==> src/extra_irq_consts.svh <==
// Constants for the extra interrupt and auxiliary port block
`ifndef EXTRA_IRQ_CONSTS_SVH
`define EXTRA_IRQ_CONSTS_SVH
`define XIC_ADDR 8'hC0
`define AUXP_ADDR 8'hD8
`define XIC_RESET 8'h00
`define AUXP_RESET 8'hFF
`define XIC_EDGE2 0
`define XIC_FLAG2 1
`define XIC_EN2 2
`define XIC_PRIO2 3
`define XIC_EDGE3 4
`define XIC_FLAG3 5
`define XIC_EN3 6
`define XIC_PRIO3 7
`define VEC_EXT0 8'h03
`define VEC_TMR0 8'h0B
`define VEC_EXT1 8'h13
`define VEC_TMR1 8'h1B
`define VEC_SER 8'h23
`define VEC_EXT2 8'h33
`define VEC_EXT3 8'h3B
`define NUM_SRC 7
`define SRC_EXT2 5
`define SRC_EXT3 6
`endif

==> src/extra_irq_pkg.sv <==
// Types shared by the extra interrupt block
package extra_irq_pkg;
    typedef logic [6:0] src_vec_t;
    typedef logic [2:0] src_idx_t;
endpackage

==> src/extra_irq_pin_sync.sv <==
// Two-flop synchroniser and falling-edge detector for one interrupt pin
`timescale 1ns/100ps
`default_nettype none
module extra_irq_pin_sync (
    input wire logic core_clk_i,
    input wire logic srst_i,
    input wire logic pin_i,
    output logic level_o,
    output logic fall_o
);
    logic meta_q;
    logic sync_q;
    logic prev_q;

    // Reset to high so release does not look like a falling edge
    always_ff @(posedge core_clk_i)
    begin
        if (srst_i)
        begin
            meta_q <= 1'b1;
            sync_q <= 1'b1;
            prev_q <= 1'b1;
        end
        else
        begin
            meta_q <= pin_i;
            sync_q <= meta_q;
            prev_q <= sync_q;
        end
    end

    assign level_o = sync_q;
    assign fall_o = prev_q & ~sync_q;
endmodule
`default_nettype wire

==> src/extra_irq_port.sv <==
// Extra interrupt control, auxiliary nibble port and seven-source priority
`timescale 1ns/100ps
`default_nettype none
`include "extra_irq_consts.svh"
module extra_irq_port (
    input wire logic core_clk_i,
    input wire logic srst_i,
    // SFR access from the core, same clock domain
    input wire logic [7:0] sfr_addr_i,
    input wire logic [7:0] sfr_wdata_i,
    input wire logic sfr_wr_i,
    input wire logic sfr_rd_i,
    input wire logic sfr_bit_wr_i,
    input wire logic [2:0] sfr_bit_sel_i,
    input wire logic sfr_bit_val_i,
    input wire logic sfr_rmw_i,
    output logic [7:0] sfr_rdata_o,
    output logic sfr_hit_o,
    // Auxiliary port pins
    input wire logic [3:0] aux_pin_i,
    output logic [3:0] aux_pin_o,
    output logic [3:0] aux_pin_oe_o,
    // Standard sources from the core
    input wire logic [4:0] std_req_i,
    input wire logic [4:0] std_prio_high_i,
    input wire logic global_enable_i,
    // Interrupt sequencer
    output logic irq_req_o,
    output logic [7:0] irq_vector_o,
    output logic [2:0] irq_src_o,
    output logic irq_high_o,
    input wire logic irq_ack_i,
    input wire logic irq_reti_i
);
    logic [7:0] xic_q;
    logic [3:0] port_q;
    logic [3:0] pin_sync;
    logic fall2;
    logic fall3;
    logic lvl2;
    logic lvl3;
    logic [3:0] meta_q;
    logic [3:0] psync_q;
    logic hit_xic;
    logic hit_port;
    logic [7:0] xic_wr;
    logic [7:0] port_wr;
    logic ack2;
    logic ack3;
    extra_irq_pkg::src_vec_t req;
    extra_irq_pkg::src_vec_t prio;
    logic [1:0] active_q;
    logic found;
    extra_irq_pkg::src_idx_t win;
    logic win_high;

    // Vector lookup for a source index
    function automatic logic [7:0] vec_of(input extra_irq_pkg::src_idx_t i);
        unique case (i)
            3'd0: vec_of = `VEC_EXT0;
            3'd1: vec_of = `VEC_TMR0;
            3'd2: vec_of = `VEC_EXT1;
            3'd3: vec_of = `VEC_TMR1;
            3'd4: vec_of = `VEC_SER;
            3'd5: vec_of = `VEC_EXT2;
            3'd6: vec_of = `VEC_EXT3;
            default: vec_of = 8'h00;
        endcase
    endfunction

    // Apply a bit write onto a register image
    function automatic logic [7:0] bit_upd(input logic [7:0] cur);
        logic [7:0] r;
        r = cur;
        r[sfr_bit_sel_i] = sfr_bit_val_i;
        bit_upd = r;
    endfunction

    // Interrupt pins 2 and 3 are port bits 2 and 3
    extra_irq_pin_sync u_sync2 (
        .core_clk_i(core_clk_i),
        .srst_i(srst_i),
        .pin_i(aux_pin_i[2]),
        .level_o(lvl2),
        .fall_o(fall2)
    );
    extra_irq_pin_sync u_sync3 (
        .core_clk_i(core_clk_i),
        .srst_i(srst_i),
        .pin_i(aux_pin_i[3]),
        .level_o(lvl3),
        .fall_o(fall3)
    );

    // Port pin read path, all four bits synchronised
    always_ff @(posedge core_clk_i)
    begin
        if (srst_i)
        begin
            meta_q <= 4'hF;
            psync_q <= 4'hF;
        end
        else
        begin
            meta_q <= aux_pin_i;
            psync_q <= meta_q;
        end
    end
    assign pin_sync = psync_q;

    assign hit_xic = (sfr_addr_i == `XIC_ADDR);
    assign hit_port = (sfr_addr_i == `AUXP_ADDR);
    assign sfr_hit_o = hit_xic | hit_port;

    // Bit writes allow single-bit set and clear on both registers
    assign xic_wr = sfr_bit_wr_i ? bit_upd(xic_q) : sfr_wdata_i;
    assign port_wr = sfr_bit_wr_i ? bit_upd({4'h0, port_q}) : sfr_wdata_i;

    assign ack2 = irq_ack_i & (win == 3'(`SRC_EXT2));
    assign ack3 = irq_ack_i & (win == 3'(`SRC_EXT3));

    // Control register; hardware flag set wins over software clear
    always_ff @(posedge core_clk_i)
    begin
        if (srst_i)
        begin
            xic_q <= `XIC_RESET;
        end
        else
        begin
            if (hit_xic & (sfr_wr_i | sfr_bit_wr_i))
            begin
                xic_q <= xic_wr;
            end
            // Source 2 flag
            if (xic_q[`XIC_EDGE2])
            begin
                if (fall2)
                    xic_q[`XIC_FLAG2] <= 1'b1;
                else if (ack2)
                    xic_q[`XIC_FLAG2] <= 1'b0;
            end
            else
            begin
                xic_q[`XIC_FLAG2] <= ~lvl2;
            end
            // Source 3 flag
            if (xic_q[`XIC_EDGE3])
            begin
                if (fall3)
                    xic_q[`XIC_FLAG3] <= 1'b1;
                else if (ack3)
                    xic_q[`XIC_FLAG3] <= 1'b0;
            end
            else
            begin
                xic_q[`XIC_FLAG3] <= ~lvl3;
            end
        end
    end

    // Port output latch; upper nibble is not implemented
    always_ff @(posedge core_clk_i)
    begin
        if (srst_i)
            port_q <= 4'(`AUXP_RESET);
        else if (hit_port & (sfr_wr_i | sfr_bit_wr_i))
            port_q <= port_wr[3:0];
    end

    // Quasi-bidirectional: drive only a low, pull-up gives the high
    assign aux_pin_o = 4'h0;
    assign aux_pin_oe_o = ~port_q;

    // Read-modify-write reads the latch, plain reads see the pins
    always_ff @(posedge core_clk_i)
    begin
        if (srst_i)
            sfr_rdata_o <= 8'h00;
        else if (sfr_rd_i & hit_xic)
            sfr_rdata_o <= xic_q;
        else if (sfr_rd_i & hit_port)
            sfr_rdata_o <= {4'hF, sfr_rmw_i ? port_q : pin_sync};
        else if (sfr_rd_i)
            sfr_rdata_o <= 8'h00;
    end

    // Request and priority vectors for all seven sources
    assign req[4:0] = std_req_i;
    assign req[5] = xic_q[`XIC_FLAG2] & xic_q[`XIC_EN2];
    assign req[6] = xic_q[`XIC_FLAG3] & xic_q[`XIC_EN3];
    assign prio[4:0] = std_prio_high_i;
    assign prio[5] = xic_q[`XIC_PRIO2];
    assign prio[6] = xic_q[`XIC_PRIO3];

    // High level first, then lowest index; active level blocks equal or lower
    always_comb
    begin
        found = 1'b0;
        win = 3'd0;
        win_high = 1'b0;
        for (int i = 0; i < `NUM_SRC; i++)
        begin
            if (!found && req[i] && prio[i] && !active_q[1])
            begin
                found = 1'b1;
                win = i[2:0];
                win_high = 1'b1;
            end
        end
        for (int i = 0; i < `NUM_SRC; i++)
        begin
            if (!found && req[i] && !prio[i] && active_q == 2'b00)
            begin
                found = 1'b1;
                win = i[2:0];
            end
        end
    end

    // Service levels in progress, cleared on return from interrupt
    always_ff @(posedge core_clk_i)
    begin
        if (srst_i)
            active_q <= 2'b00;
        else if (irq_ack_i & found)
        begin
            if (win_high)
                active_q[1] <= 1'b1;
            else
                active_q[0] <= 1'b1;
        end
        else if (irq_reti_i)
        begin
            if (active_q[1])
                active_q[1] <= 1'b0;
            else
                active_q[0] <= 1'b0;
        end
    end

    assign irq_req_o = found & global_enable_i;
    assign irq_vector_o = vec_of(win);
    assign irq_src_o = win;
    assign irq_high_o = win_high;
endmodule
`default_nettype wire

==> config.mk <==
export PLATFORM = sky130hd
export DESIGN_NAME = extra_irq_port
export DESIGN_NICKNAME = d
export VERILOG_FILES = /design/src/extra_irq_pkg.sv /design/src/extra_irq_pin_sync.sv /design/src/extra_irq_port.sv
export VERILOG_INCLUDE_DIRS = /design/src
export SDC_FILE = /design/constraint.sdc
export NUM_CORES = 1
export LEC_CHECK = 0
export ABC_CLOCK_PERIOD_IN_PS = 1900
export BUFFER_PORTS_ARGS = -buffer_cell sky130_fd_sc_hd__buf_2
export CAP_MARGIN = 10
export CORE_MARGIN = 1
export CORE_UTILIZATION = 30
export DETAILED_ROUTE_END_ITERATION = 10
export SLEW_MARGIN = 0
export SYNTH_ARGS = -nofsm -noshare
export SYNTH_HDL_FRONTEND = slang
export SYNTH_SLANG_ARGS = --single-unit
==> constraint.sdc <==
create_clock -name core_clk_i -period 1.9 [get_ports core_clk_i]
set_input_delay 0.19 -clock core_clk_i [delete_from_list [all_inputs] [get_ports core_clk_i]]
set_output_delay 0.19 -clock core_clk_i [all_outputs]
set_load 0.01 [all_outputs]
==> flow_results.org <==
** Die
- The floorplan step set the die width to 81.8 µm.
- The core region is about 6000 µm².
- Die Footprint :: 6700 µm²
- Starting Density :: 31.7%
- I/O pin count :: 73
- The die is 81.8 µm tall.
- Cell row count :: 28

** Synthesis
- Most area-hungry cell type in the Yosys netlist :: sky130_fd_sc_hd__dfxtp_1
- The share of the Yosys chip area taken by registers is 33.5%.
- Post-synth EDFFs :: 0
- Averaged over all synthesized cells, the footprint is approximately 7.6 µm².
- sky130_fd_sc_hd__dfxtp_1 is the most common cell in the netlist.
- In this run, synthesis produced a sequential element count of 32.
- In this run, distinct cell masters in the synthesized netlist total roughly 50.
- The Yosys step of the flow raised 0 warnings.
- The share of synthesized area in the top cell type comes to ~34%.
- For this run, the leading register cell type out of synthesis is sky130_fd_sc_hd__dfxtp_1.
- Synthesis handed over a netlist of 251 instances.
- In the post-synthesis netlist, the biggest area contributors are sky130_fd_sc_hd__dfxtp_1 (34%), sky130_fd_sc_hd__a21oi_1 (5.5%), sky130_fd_sc_hd__nand2_1 (5.1%).
- Top cells by count, synth :: sky130_fd_sc_hd__dfxtp_1 (32), sky130_fd_sc_hd__nand2_1 (26), sky130_fd_sc_hd__nor2_1 (24)
- Mapped Area :: 1910 µm²
- Async set or reset register ratio after synthesis :: 0%

** Global routing
- Overall global routing resource usage :: 16.8%
- Global routing used about a quarter of the available met2 tracks.
- Largest net degree at the start of global routing :: 33
- Number of antenna violations at the first check in global routing :: 0
- First-pass GRT wire length :: between 8 and 9 mm
- Met3 routing resource usage after global routing :: approximately 4.6%
- The layer flagged by global routing as most heavily used is met2.
- Total gr overflow :: 0
- The number of global-route vias before repair was 1858.
- GR Layer Usage met1 :: a little under a quarter

** Layout
- After the last flow step, the layout net total stands at between 300 and 400.
- Sequential cell area :: 656 µm²
- 0 antenna diodes ended up in the layout.
- The filler cells instantiated in the layout total 609.
- Post-Layout Cell Count :: 411
- In the final layout, the share of cells above drive strength 1 is 41.1%.
- Summing all multi-input logic gate instances after layout gives 1270 µm².
- Cells fill 45.0% of the core in the end.
- Area grow syn2layout :: 41.8%

** Outcome
- The run finished, with violations left.
- Failing checks :: negative setup slack

** Power
- Internal power consumption :: about 1.2 mW
- Total power after layout :: 1.63 mW
- Net switching fraction of the power :: between 20 and 30%
- The share of total power dissipated in the clock network is 32.9%.
- Leakage power total :: 1.22 nW
- IR analysis of the VDD net gives a maximum drop of 0.357 mV.
- Combinational logic is responsible for 24.1% of the overall power.
- Sequential Power Share :: ~43%
- Switching pwr :: 469 µW
- Cell area power density :: 601 nW/µm²

** Routing
- After detailed routing, the number of remaining DRC violations is 0.
- Summing over every cut layer, the via total after detailed routing is roughly 2k.
- Before antenna repair, the detailed router went through 4 iterations.
- The count of nets left with antenna violations once routing finished came out at 0.
- In the routed layout, each cell is associated on average with a via count of ~5.0.
- The detailed router finished its first iteration with 110 violations.
- After detailed routing, the average wire length per cell comes to 13.4 µm.
- After detailed routing, the total wire length is 5.52 mm.

** Clock network
- Insertion delay to the later sink of the worst-skew pair :: approximately 0.29 ns
- Clock tree from TritonCTS :: done
- Root buffer selected by CTS :: sky130_fd_sc_hd__clkbuf_8
- Longest Clk Path Bufs :: 2
- H-tree levels :: 2
- Total clock sinks :: 32
- Clk pin slew, worst setup/hold paths :: about 0.070 ns
- Total CTS buffers :: 5

** Critical path
- Required time of the critical path :: 1.71 ns
- The worst setup path is captured at an output port.
- Measured in cells, the most critical reg-to-reg path has a length of 7.
- Crit path launch type :: flop
- Of all nets on the critical path, the largest fanout is 4.
- Arrival time of data at the critical path endpoint :: 1.91 ns
- The critical path is of the flop to output port type.

** Placed design
- Final RePlAce weighted congestion :: ~0.87
- The HPWL after detailed placement is 4.16 mm.
- Port buffering added 63 buffers.
- In this run, placement finished with an instance count of 399.

** Timing
- Post-route fraction of the period consumed by the critical path :: 110%
- Setup violations remaining at the end of the flow were counted as 5.
- The final count of pins violating max slew was 0.
- Static timing analysis puts the maximum clock frequency at 0.476 GHz.
- For the pin with the worst max-slew slack, the measured transition is 0.578 ns.
- After layout, the worst setup slack is -0.199 ns.
- Slew headroom :: 61.4%
- Setup repair after global routing could not meet its margin everywhere.
- Minimum clock period :: 2.10 ns
- The number of failing hold endpoints at the final stage came to 0.
- Clock tree skew after final layout :: 0.00372 ns

** Job
- Max Cap Violations :: 0

** Hold path
- Hold Crit Depth :: 2
- Class of the worst hold path :: input port to flop
==> metrics by stage <==
step,setup slack [ns],hold slack [ns],area [µm²],setup TNS [ns]
2_1_floorplan,0.174,0.294,1940,0
6_report,-0.199,0.0849,2710,-0.335
5_1_grt,-0.286,0.0839,2710,-0.909
3_3_place_gp,-0.148,0.376,2400,-0.148
4_1_cts,-0.183,0.0842,2570,-0.255
3_5_place_dp,-0.0871,0.379,2400,-0.0871
==> kinds of logic after synthesis <==
kind of cell,synth area share (%)
AND/OR/NAND/NOR,29.3
multiplexers,3.21
flip-flops,33.5
other,0.393
buffers and inverters,8.44
AO/OA/AOI/OAI,25.2
==> power groups by stage <==
stage                     logic (mW)  clock network [mW]  registers (mW)
after floorplan                0.186                   0           0.713
after global placement         0.324                   0           0.715
after detailed placement       0.324                   0           0.715
after CTS                      0.343               0.552           0.701
after global routing           0.428               0.580           0.702
final                          0.392               0.536           0.700
==> final cells by class <==
type / instances / share of cell area (%)
clock buffer: 6 / 3.05
sequential: 32 / 24.2
inverter: 14 / 1.94
tap: 75 / 3.46
timing repair buffer: 89 / 20.2
multi-input combinational: 193 / 46.8
clock inverter: 2 / 0.369
==> worst max-delay path, cell delays in order, from the launching register on <==
cell,delay (ns)
sky130_fd_sc_hd__dfxtp_4,0.36
sky130_fd_sc_hd__buf_6,0.12
sky130_fd_sc_hd__and3b_1,0.17
sky130_fd_sc_hd__nand2_1,0.09
sky130_fd_sc_hd__o21ai_2,0.06
sky130_fd_sc_hd__a31oi_2,0.21
sky130_fd_sc_hd__and2b_1,0.21
sky130_fd_sc_hd__a311o_1,0.26
sky130_fd_sc_hd__buf_2,0.14
==> final timing paths <==
check                    start               to  slack, ns
setup / recovery      xic_q[5]  irq_vector_o[3]      -0.20
hold / removal    aux_pin_i[0]        meta_q[0]       0.08
setup reg to reg      xic_q[7]         xic_q[5]       0.08
hold reg to reg      meta_q[0]      pin_sync[0]       0.41
==> flip-flops by register name, summed over array words and instances, names as in the netlist <==
signal          cells
active_q            2
meta_q              3
pin_sync            4
port_q              4
sfr_rdata_o         8
u_sync2.prev_q      1
u_sync3.meta_q      1
u_sync3.prev_q      1
xic_q               8
==> cell usage in the layout (no fill, tap or decap), drive strengths merged, types with 3 or more instances in the layout <==
master,synthesis,final
mux2i,5,5
o211ai,3,3
nand3,10,10
o21ai,9,9
nor3,10,10
or2,12,12
nor2b,5,5
or3,3,3
o2bb2ai,3,3
conb,2,9
a31oi,3,3
nand2b,6,6
inv,13,13
nor2,25,25
a21oi,21,21
dfxtp,32,32
a211oi,8,8
clkbuf,6,6
a21boi,5,5
a311o,4,4
clkinv,1,3
buf,13,89
nand2,26,26
==> repair_timing <==
item,4_1_cts,5_1_grt
pin swaps,8,13
hold buffers,0,0
gates resized for setup,16,27
setup endpoints to repair,5,9
hold endpoints to repair,0,0
setup buffers,6,2
==> per-layer routing <==
layer	wire length, µm	vias to the layer above
met1	2650	926
met4	61	0
met3	366	7
met5	0	-
met2	2440	65
li1	-	1044
No activity file was read; power rests on OpenSTA's default activity.
